===== config.mk =====
export PLATFORM = sky130hd
export DESIGN_NAME = bcn_convert
export DESIGN_NICKNAME = d
export VERILOG_FILES = /design/src/design/bcn_pkg.sv /design/src/design/bcn_dabble.sv /design/src/design/bcn_convert.sv
export SDC_FILE = /design/constraint.sdc
export NUM_CORES = 1
export LEC_CHECK = 0
export ABC_CLOCK_PERIOD_IN_PS = 48500
export BUFFER_PORTS_ARGS = -buffer_cell sky130_fd_sc_hd__buf_4
export CAP_MARGIN = 20
export CORE_MARGIN = 4
export CORE_UTILIZATION = 37
export DETAILED_ROUTE_END_ITERATION = 6
export RECOVER_POWER = 25
export SLEW_MARGIN = 10
export SYNTH_ARGS = -nofsm -noshare
export SYNTH_HDL_FRONTEND = slang
export SYNTH_SLANG_ARGS = --single-unit
export TNS_END_PERCENT = 10

===== constraint.sdc =====
create_clock -name clk -period 48.5 [get_ports clk]
set_input_delay 9.7 -clock clk [delete_from_list [all_inputs] [get_ports clk]]
set_output_delay 9.7 -clock clk [all_outputs]
set_load 0.05 [all_outputs]

===== src/design/bcn_pkg.sv =====
// Purpose : shared types, opcodes and helpers of the bcd/binary convert and negate unit
// Assumes : one 10 MHz clock, synchronous active-low reset
// Notes   : helpers are also used by the embedded checks
package bcn_pkg;

	// ---------------------------------------------------------------
	// widths and limits
	// ---------------------------------------------------------------
	localparam int          WORD_W        = 16;
	localparam int          DIGITS_DWORD  = 8;
	localparam int          BCD_LIMIT_W   = 16'h270F;     // 9999
	localparam logic [31:0] BCD_LIMIT_DW  = 32'h05F5E0FF; // 9999 9999
	localparam logic [15:0] NEGATE_ONE_LSB = 16'h0001;
	localparam logic [3:0]  BCD_MAX_DIGIT = 4'h9;
	localparam logic [3:0]  DABBLE_THRESH = 4'h5;
	localparam logic [3:0]  DABBLE_ADD    = 4'h3;

	// ---------------------------------------------------------------
	// operations
	// ---------------------------------------------------------------
	typedef enum logic [2:0] {
		OP_DECIMAL_TO_HEX_WORD  = 3'h0,
		OP_DECIMAL_TO_HEX_DWORD = 3'h1,
		OP_HEX_TO_DECIMAL_WORD  = 3'h2,
		OP_HEX_TO_DECIMAL_DWORD = 3'h3,
		OP_TWOS_COMPLEMENT_WORD = 3'h4
	} bcn_op_t;

	// request from the sequencer: first word is the low half
	typedef struct packed {
		logic        valid;
		bcn_op_t     op;
		logic [15:0] src_lo;
		logic [15:0] src_hi;
	} bcn_req_t;

	// answer to the sequencer
	typedef struct packed {
		logic        done;
		logic        write_en;
		logic        two_words;
		logic [15:0] res_lo;
		logic [15:0] res_hi;
		logic        error_flag;
		logic        zero_flag;
		logic        sign_flag;
	} bcn_res_t;

	// all state of the core
	typedef struct packed {
		bcn_res_t res;
	} bcn_state_t;

	// every nibble a decimal digit
	function automatic logic bcn_bcd_ok(input logic [31:0] v);
		logic ok;
		ok = 1'b1;
		for (int i = 0; i < DIGITS_DWORD; i++) begin
			if (v[i*4 +: 4] > BCD_MAX_DIGIT) begin
				ok = 1'b0;
			end
		end
		return ok;
	endfunction : bcn_bcd_ok

	// weighted digit sum, most significant digit first
	function automatic logic [31:0] bcn_bcd_value(input logic [31:0] v);
		logic [31:0] acc;
		acc = 32'h0;
		for (int i = DIGITS_DWORD - 1; i >= 0; i--) begin
			acc = 32'((acc << 3) + (acc << 1) + {28'h0, v[i*4 +: 4]});
		end
		return acc;
	endfunction : bcn_bcd_value

endpackage : bcn_pkg


===== src/design/bcn_dabble.sv =====
// Purpose : combinational 32-bit binary to eight bcd digits (shift and add three)
// Assumes : input at most 9999 9999, larger values give meaningless digits
// Notes   : caller flags out-of-range inputs and suppresses the write
`timescale 1ns/1ps
module bcn_dabble
	import bcn_pkg::*;
(
	input  wire logic [31:0] binary_in,
	output logic      [31:0] bcd_out
);

	// ---------------------------------------------------------------
	// double dabble
	// ---------------------------------------------------------------
	// one pass per input bit; chosen over a divider chain for small area
	always_comb begin
		logic [63:0] sh;
		sh = {32'h0, binary_in};
		for (int b = 0; b < 32; b++) begin
			for (int d = 0; d < DIGITS_DWORD; d++) begin
				if (sh[32 + d*4 +: 4] >= DABBLE_THRESH) begin
					sh[32 + d*4 +: 4] = sh[32 + d*4 +: 4] + DABBLE_ADD;
				end
			end
			sh = sh << 1;
		end
		bcd_out = sh[63:32];
	end

endmodule : bcn_dabble


===== src/design/bcn_convert.sv =====
// Purpose : bcd/binary conversion and word negate datapath for the controller cpu
// Assumes : sequencer presents one request per cycle at most, unit is always ready
// Notes   : answer is registered and appears one clock after the request
`timescale 1ns/1ps
// Contract
// RULE1 - word decimal-to-hex gives binary of four digits
// RULE2 - word decimal-to-hex errors on any non-decimal nibble
// RULE3 - dword decimal-to-hex gives 32-bit binary, two words
// RULE4 - dword decimal-to-hex errors on any non-decimal nibble
// RULE5 - word hex-to-decimal gives four bcd digits
// RULE6 - word hex-to-decimal errors above 270F hex
// RULE7 - dword hex-to-decimal gives eight bcd digits
// RULE8 - dword hex-to-decimal errors above 05F5E0FF hex
// RULE9 - conversions set zero flag for zero result
// RULE10 - negate inverts source and adds one
// RULE11 - negate of 8000 gives 8000, no error
// RULE12 - negate copies result bit 15 to sign
// RULE13 - negate sets zero on zero, error always clear
// RULE14 - first word low half, next word high
// RULE15 - decimal-to-hex clears sign; error suppresses write
module bcn_convert
	import bcn_pkg::*;
(
	input  wire logic             clk,
	input  wire logic             reset_n,
	input  wire bcn_pkg::bcn_req_t req,
	output bcn_pkg::bcn_res_t     res
);
	import bcn_pkg::*;

	bcn_state_t  st_r;
	bcn_state_t  st_nxt;
	logic [31:0] dab_in;
	logic [31:0] dab_out;

	// ---------------------------------------------------------------
	// shared binary to bcd converter
	// ---------------------------------------------------------------
	// one converter serves both widths; the word form zero-extends
	assign dab_in = (req.op == OP_HEX_TO_DECIMAL_DWORD) ? {req.src_hi, req.src_lo}
	                                                    : {16'h0, req.src_lo};

	bcn_dabble u_dabble (
		.binary_in (dab_in),
		.bcd_out (dab_out)
	);

	// ---------------------------------------------------------------
	// next state
	// ---------------------------------------------------------------
	always_comb begin
		logic [31:0] val;
		logic        err;
		logic        two;
		logic        sgn;
		val    = 32'h0;
		err    = 1'b0;
		two    = 1'b0;
		sgn    = 1'b0;
		st_nxt = st_r;
		st_nxt.res.done     = 1'b0;
		st_nxt.res.write_en = 1'b0;
		if (req.valid) begin
			case (req.op)
				OP_DECIMAL_TO_HEX_WORD: begin
					val = bcn_bcd_value({16'h0, req.src_lo});          // [RULE1]
					err = !bcn_bcd_ok({16'h0, req.src_lo});           // [RULE2]
				end
				OP_DECIMAL_TO_HEX_DWORD: begin
					val = bcn_bcd_value({req.src_hi, req.src_lo});     // [RULE3] [RULE14]
					err = !bcn_bcd_ok({req.src_hi, req.src_lo});      // [RULE4]
					two = 1'b1;
				end
				OP_HEX_TO_DECIMAL_WORD: begin
					val = dab_out;                                     // [RULE5]
					err = req.src_lo > 16'(BCD_LIMIT_W);               // [RULE6]
				end
				OP_HEX_TO_DECIMAL_DWORD: begin
					val = dab_out;                                     // [RULE7] [RULE14]
					err = {req.src_hi, req.src_lo} > BCD_LIMIT_DW;     // [RULE8]
					two = 1'b1;
				end
				OP_TWOS_COMPLEMENT_WORD: begin
					// 8000 wraps onto itself, no overflow reported
					val = {16'h0, ~req.src_lo + NEGATE_ONE_LSB};       // [RULE10] [RULE11]
					sgn = val[15];                                     // [RULE12]
				end
				default: begin
					err = 1'b1;
				end
			endcase
			st_nxt.res.done       = 1'b1;
			st_nxt.res.two_words  = two;
			st_nxt.res.error_flag = err;                               // [RULE13]
			st_nxt.res.sign_flag  = sgn && !err;                       // [RULE15]
			// zero flag judged on the written width only
			st_nxt.res.zero_flag  = !err && (two ? (val == 32'h0)
			                                     : (val[15:0] == 16'h0)); // [RULE9] [RULE13]
			// a failed conversion leaves the result words untouched
			if (!err) begin                                            // [RULE15]
				st_nxt.res.write_en = 1'b1;
				st_nxt.res.res_lo   = val[15:0];
				if (two) begin
					st_nxt.res.res_hi = val[31:16];
				end
			end
		end
	end

	// ---------------------------------------------------------------
	// state register
	// ---------------------------------------------------------------
	always_ff @(posedge clk) begin
		if (!reset_n) begin
			st_r <= '0;
		end else begin
			st_r <= st_nxt;
		end
	end

	assign res = st_r.res;
endmodule : bcn_convert


; ---- Word level (Yosys, flattened, before mapping)
; Cells that the tools add are included.
[totals]
output_inout_bits = 38
reg_bits = 38
[classes]
n_lt_le_gt_ge = 230
n_eq_ne = 4
n_mux = 246
n_reduce_logical = 13
add_sub_neg = 241
bitwise = 2
[op_table]
columns = op, count
row1 = $ge A4 B3 Y1 const B, 212
row2 = $mux W4, 192
row3 = $add A4 B2 Y4 const B, 189
row4 = $pmux W32 S4, 1
row5 = $mux W32, 3
row6 = $mux W3, 28
row7 = $add A3 B2 Y3 const B, 23
row8 = $add A18 B4 Y19, 2
row9 = $mux W38, 1
row10 = $add A17 B15 Y18, 2
row11 = $add A32 B32 Y32, 1
row12 = $add A32 B4 Y32, 1
row13 = $gt A32 B27 Y1 const B, 1
row14 = $gt A4 B4 Y1 const B, 8
row15 = $logic_not A32 Y1, 1
row16 = $add A31 B30 Y31, 1
row17 = $add A31 B4 Y31, 1
row18 = $add A28 B4 Y29, 1
row19 = $add A13 B4 Y14, 2
row20 = $add A27 B25 Y28, 1
row21 = $add A12 B10 Y13, 2
row22 = $add A23 B4 Y24, 1
row23 = $add A22 B20 Y23, 1
row24 = $mux W1, 19
row25 = other kinds (22), 42

; ---- Longest topological paths before layout
; Gate-level depths: netlist of the first run.
[depth]
depth_word = 70
depth_mapped = 156

; ---- Modules after synthesis
; A second synthesis of the first run with hierarchy kept.
[hier_totals]
cells_unflattened = 5007
area_unflattened_um2 = 34924.7
[by_module_without_submodules]
columns = mod, cells_per_inst, instances, area_each_um2
row1 = bcn_dabble, 3561, 1, 23940.5
row2 = bcn_convert, 1446, 1, 10984.3

; ---- Worst setup path after synthesis of the first run
; Ideal clock, no wire load.
[synth_path]
kind = input to register
startpoint = input req[33] (netlist bit)
endpoint = register st_r (netlist bit res[1])
arrival_ns = 38.001
path_stages = 149
setup_slack_ns = 10.404
t_required_ns = 48.404
path_cell_list = buf_2 > and3b_1 > clkbuf_1 > clkbuf_1 > nand2_1 > ha_1 > inv_1 > ha_1 > buf_2 > nand2b_1 > o31a_1 > and3_1 > ha_1 > buf_2 > a31oi_1 > o21ai_0 > o211ai_1 > o211a_1 > (+113 left out) > ha_1 > nor2b_1 > o21a_1 > xnor3_1 > ha_1 > nor2b_1 > or3_1 > o311a_1 > xnor2_1 > ha_1 > nand2b_1 > a21boi_1 > o22ai_1 > or3_1 > a211o_1 > nor4_1 > a41oi_1 > o41ai_2
[synth_between]
elab_chain_len = 69
word_cells_on_any_way = 658
cone_classes = 213 x add/sub / 213 x order compare / 4 x eq/ne / 221 x mux / 7 x reduce/logical
[synth_lines]
columns = element, line_no
row1 = from (decl), bcn_convert.sv:26  ; input wire bcn_pkg::bcn_req_t req,
row2 = $eq A3 B2 Y1, "bcn_convert.sv:40, bcn_convert.sv:64"
row3 = $mux W32, bcn_convert.sv:40  ; assign dab_in = (req.op == OP_HEX_TO_DECIMAL_DWORD) ? {req.src_hi, req.src_lo}
row4 = $ge A1 B3 Y1 / $add A1 B2 Y3 (equally long branches), "bcn_dabble.sv:21, bcn_dabble.sv:22"
row5 = $mux W3, bcn_dabble.sv:21  ; if (sh[32 + d*4 +: 4] >= DABBLE_THRESH) begin
row6 = $add A4 B2 Y4 / $ge A4 B3 Y1 (equally long branches), "bcn_dabble.sv:22, bcn_dabble.sv:21"
row7 = $mux W4, bcn_dabble.sv:21
row8 = $add A4 B2 Y4 / $ge A4 B3 Y1 (equally long branches), "bcn_dabble.sv:22, bcn_dabble.sv:21"
row9 = $mux W4, bcn_dabble.sv:21
row10 = (+53 left out), n/a
row11 = $mux W4 / $mux W3 (equally long branches), bcn_dabble.sv:21
row12 = $add A4 B2 Y4 (tied with other cells), bcn_dabble.sv:22  ; sh[32 + d*4 +: 4] = sh[32 + d*4 +: 4] + DABBLE_ADD;
row13 = $mux W4 / $mux W3 (equally long branches), bcn_dabble.sv:21
row14 = $pmux W32 S4, bcn_convert.sv:64  ; case (req.op)
row15 = $mux W32, bcn_convert.sv:63  ; if (req.valid) begin
row16 = $logic_not A32 Y1 / $logic_not A16 Y1 (equally long branches), "bcn_convert.sv:97, bcn_convert.sv:98"
row17 = $mux W1, bcn_convert.sv:97  ; st_nxt.res.zero_flag = !err && (two ? (val == 32'h0)
row18 = $logic_and A1 B1 Y1 (*), bcn_convert.sv:97
row19 = to (signal assigned), bcn_convert.sv:117  ; st_r <= st_nxt;
row20 = to (decl), bcn_convert.sv:31  ; bcn_state_t st_r;
; Mark *: on every way between the ends. The rest lies on a longest branch, timed or not. The select of a mux whose other input is x is not followed.
; A chain may end at the register's enable or synchronous reset.

; ---- Final worst setup path of the first run
[layout_path]
startpoint = input req[34] (netlist bit)
endpoint = register st_r (netlist bit res[1])
; Same word-level chain as after synthesis.

==> results of run 1 <==
-- per-layer routing --
layer	vias to the layer above	GRT usage [%]	part of all wire, %
met1	15200	23.7	47
met3	93	0.686	2.6
met4	0	4.00	2.6
li1	16900	-	-
met2	620	31.4	47
met5	-	0	0
-- critical path, delay by kind of cell --
kind	cells	cell delay, ns
simple gates	43	8.28
fa+ha+maj	26	6.32
buf+inv	15	1.22
xor+xnor	10	3.55
mux	6	1.60
compound gates	45	11.13
-- logic make-up after synthesis --
| logic type | after synthesis | share of synthesized area, % |
|---|---|---|
| AND/OR/NAND/NOR | 1411 | 22.5 |
| multiplexers | 148 | 5.08 |
| buffers and inverters | 495 | 6.24 |
| AO/OA/AOI/OAI | 1673 | 38.9 |
| adder cells (fa/ha/maj) | 426 | 17.3 |
| flip-flops | 38 | 2.42 |
| XOR/XNOR | 242 | 7.57 |
-- through the flow --
step                instance area (um2)  utilization, %  setup WS [ns]
floorplan                         31500               -          10.40
global placement                  33000            39.3           7.66
detailed placement                33000            39.3           6.74
CTS                               33100            39.5           6.91
global route                      33100            39.4           4.04
finish                            33100            39.4           6.81
-- final timing paths --
| check | endpoint | from | depth (start not counted) |
|---|---|---|---|
| worst max-delay path | res[1] | req[34] | 145 |
| worst min register to register | res[8] | res[8] | 2 |
| worst max register to register | res[20] | res[20] | 2 |
| worst min-delay path | res[8] | res[8] | 2 |
-- cell type report --
class	count	area (um2)	area share [%]
clock buffer	7	143	0.431
clock inverter	1	5.00	0.0151
inverter	351	1320	3.98
multi-input combinational	3900	28800	87.0
sequential	38	761	2.30
tap	1134	1420	4.29
timing repair buffer	95	642	1.94
-- placed cells by master, fill, tap and decap left out, types with 26 or more instances in the layout --
cell,Yosys,routed
a221oi_1,26,26
xor2_1,64,64
nor2b_1,56,56
nor3_1,150,150
o31ai_1,37,35
ha_1,404,404
o22ai_1,58,58
nor4_1,35,35
a211o_1,26,26
nand3_1,108,108
nor2_1,387,387
a21oi_1,326,326
mux2_2,41,41
a22oi_1,27,27
xnor2_1,151,151
o211ai_1,79,79
o21ai_1,51,51
a31oi_1,54,54
and3_1,45,45
o221ai_1,27,27
mux2i_1,89,89
inv_2,27,27
or2_2,32,32
nand4_1,36,36
inv_1,317,317
nand2_1,286,286
nand2b_1,53,53
or3_1,43,43
o21ai_0,239,239
a21o_1,88,88
a211oi_1,82,82
o21bai_1,56,56
dfxtp_1,38,38
o21a_1,62,62
buf_4,8,76
and2_1,53,53
==> flow_summary.yaml, run 1 <==
timing:
  holdWs_ns: 0.475
  setup_tns_ns: 0
  setup_viol: 0
  finalHoldViolCount: 0
  maxSlewViolCount: 0
  max_freq_mhz: 24.0
  period_share_pct: 86.0
  relSlewSlack_pct: 33.1
  rsz0062_at_grt: "false"
  fin_crit_ns: 41.69
  fin_worst_skew_ns: 0
  tightest_slew_ns: 1.00
routing:
  initialDrtViolationCount: 2301
  dr.pass1.iters: 6
  wl_per_cell_um: 15.2
  avgViaCountPerCell: 5.94
  antenna_left: 0
  wl_mm: 83.8
  drc: 0
  num_vias: 32800
floorplan:
  die_h_um: 300
  core_area_um2: 84000
  num_rows: 106
  initial_utilization_pct: 37.5
  die_area_um2: 89800
  die_w_um: 300
  io_pins: 76
grt:
  grtUsageTotal_pct: 17.7
  grt_pass1_wl_mm: 142
  grt_max_degree: 42
  gr-total-overflow: 0
  antenna_found_initial: 0
  grt_pass1_vias: 30000
cts:
  cts_htree_levels: 2
  cts.sinks: 38
  cts-resized-gates: 0
  clkTransAtPathRegs_ns: 0.05
  cts_root_buf: "clkbuf_16"
  cts-hold-fix-buffers: 0
  clockBufferDepth: 2
  cts_setup_buffers: 0
  clkLatencyLatePin_ns: 0.28
  numCtsBuffers: 5
  cts_tree: "done"
worst_setup_path:
  cpPeakStageDelay_ns: 0.70
  slowest_stage: "and3b_1"
  r2r_setup_slack_ns: 47.73
  path_common_cell: "ha_1"
  start_kind: "input port"
  worstSetupPathType: "in -> reg"
  path_max_fanout: 41
  end_kind: "flip-flop"
  crit_required_ns: 48.68
  worstPathArrival_ns: 41.88
synth:
  syn_area_um2: 31500
  synth_cell_types: 152
  syn_nets: 4893
  yosys_warnings: 0
  avgSynthCellArea_um2: 7.10
  syn-instance-count: 4433
  ys_seq_area_share_pct: 2.42
  synth_ff_type: "dfxtp_1"
  synth-edff-count: 0
  synthTopCellsByArea: "ha_1 (16%), a21oi_1 (5.2%), nor2_1 (4.6%)"
  post-synth-top-count-cell: "ha_1"
  ys_seq_elements: 38
  synthTopCellsByCount: "ha_1 (404), nor2_1 (387), a21oi_1 (326)"
  yosysTopAreaCellShare_pct: 16.1
  async_flop_share_pct: 0
  synth_top_cell_by_area: "ha_1"
layout:
  largest_reg_flops: 38
  fill_cells: 8836
  area_delta_synth_final_pct: 5.02
  fin_nets: 4851
  fin_cells: 5526
  insertedDiodeCount: 0
  drive_gt1_share_pct: 8.47
placement:
  io_buffers: 75
  placedCellCount: 5518
  hpwl_mm: 68.1
  place.gp.congestion: 0.873
job:
  cap_violations: 0
worst_hold_path:
  hold_path_class: "reg -> reg"
outcome:
  status: "finished clean"
Power of run 1 is not shown: default switching activity piles up to over one toggle a cycle in this logic, so the estimate is an artifact.
==> inputs of run 2 (changes only) <==
Settings changed: MAX_ROUTING_LAYER set to met4, PLACE_DENSITY set to 0.55.
==> run 2 against run 1 <==
  * The flow now finishes with violations (DRC)
  * Utilization increased by 0.074 points
  * Sequential cell count is the same
  * Worst hold slack got worse by 0.0063 ns
==> flow_summary.yaml, run 2 (synthesized netlist as in run 1, its figures left out) <==
layout:
  final_cell_mix: "ha_1 (404), nor2_1 (387), a21oi_1 (326), inv_1 (317), nand2_1 (286)"
  fill_cells: 8819
  area_delta_synth_final_pct: 5.21
  insertedDiodeCount: 0
  drive_gt1_share_pct: 8.62
  fin_nets: 4857
  final_common_cell: "ha_1"
  largest_reg_flops: 38
worst_setup_path:
  slowest_stage: "and3b_1"
  worstRegToRegCells: 3
  path_max_fanout: 41
  end_kind: "flip-flop"
  path_delay_family: "compound AO/OA/AOI/OAI gates"
  start_kind: "input port"
  worstPathArrival_ns: 41.96
  worstSetupPathType: "in -> reg"
  path_common_cell: "ha_1"
  worst-path-buf-inv: 15
  crit_required_ns: 48.69
  cpPeakStageDelay_ns: 0.73
  path_depth: 144
timing:
  period_share_pct: 86.1
  fin_worst_skew_ns: 0
  rsz0062_at_grt: "false"
  relSlewSlack_pct: 34.6
  setup_viol: 0
  finalHoldViolCount: 0
  max_freq_mhz: 23.9
  tightest_slew_ns: 0.956
  fin_crit_ns: 41.77
  setup_tns_ns: 0
  maxSlewViolCount: 0
routing:
  drc: 1
  wl_met2_mm: 40.3
  wl_mm: 85.2
  antenna_left: 0
  dr.pass1.iters: 7
  top_layer_used: "met4"
  met1_length_mm: 40.7
  initialDrtViolationCount: 2087
  avgViaCountPerCell: 5.93
  wl_per_cell_um: 15.4
  num_vias: 32800
  met3_length_mm: 2.33
cts:
  cts-hold-fix-buffers: 0
  cts_setup_buffers: 0
  clockBufferDepth: 2
  cts_htree_levels: 2
  cts_tree: "done"
  cts_root_buf: "clkbuf_16"
  cts.sinks: 38
  clkTransAtPathRegs_ns: 0.06
  clkLatencyLatePin_ns: 0.28
  numCtsBuffers: 5
  cts-resized-gates: 0
grt:
  grt_pass1_wl_mm: 145
  grt_pass1_vias: 30400
  grtUsageTotal_pct: 18.6
  grt_max_degree: 42
  antenna_found_initial: 0
  gr-total-overflow: 0
floorplan:
  die_h_um: 300
  io_pins: 76
  die_area_um2: 89800
  core_area_um2: 84000
  die_w_um: 300
  initial_utilization_pct: 37.5
  num_rows: 106
job:
  cap_violations: 0
worst_hold_path:
  hold_path_class: "reg -> reg"
  holdPathStages: 2
placement:
  place.gp.congestion: 0.903
  io_buffers: 75
  hpwl_mm: 69.6
outcome:
  status: "finished with violations"
  violations: "DRC"
-- run 2: worst paths after layout --
check                                to    start  slack [ns]
worst min register to register   res[8]   res[8]        0.47
worst max register to register  res[23]  res[23]       47.77
worst max-delay path             res[1]  req[34]        6.73
worst min-delay path             res[8]   res[8]        0.47
-- run 2: cell type report --
type | count | area, um2 | area share, %
clock buffers | 5 | 125 | 0.378
flip-flops and latches | 38 | 761 | 2.30
inverters | 351 | 1320 | 3.98
clock inverters | 3 | 40.0 | 0.121
multi-input cells | 3900 | 28800 | 86.9
well taps | 1134 | 1420 | 4.28
repair buffers | 101 | 687 | 2.07
-- run 2: worst register-to-register path, delay by kind of cell, from the launching register on --
kind | cells | cell delay (ns)
compound gates | 1 | 0.08
flops | 1 | 0.32
simple gates | 2 | 0.22
-- run 2: through the flow --
stage,worst slack [ns],instance area (um2),instances,util [%],hold slack (ns)
2_1_floorplan,10.40,31500,4433,-,0.675
3_3_place_gp,7.54,33000,5524,39.3,0.462
3_5_place_dp,6.68,33000,5524,39.3,0.465
4_1_cts,6.86,33200,5532,39.5,0.473
5_1_grt,3.40,33100,5532,39.5,0.490
6_report,6.73,33100,5532,39.5,0.469
-- run 2: per-layer routing --
metal  track usage (%)  vias up
met1              24.3    15200
met2              32.5      575
met3             0.520       95
li1                  -    16900
met4              3.43        0
met5                 -        -
Power of run 2 is left out for the same reason.
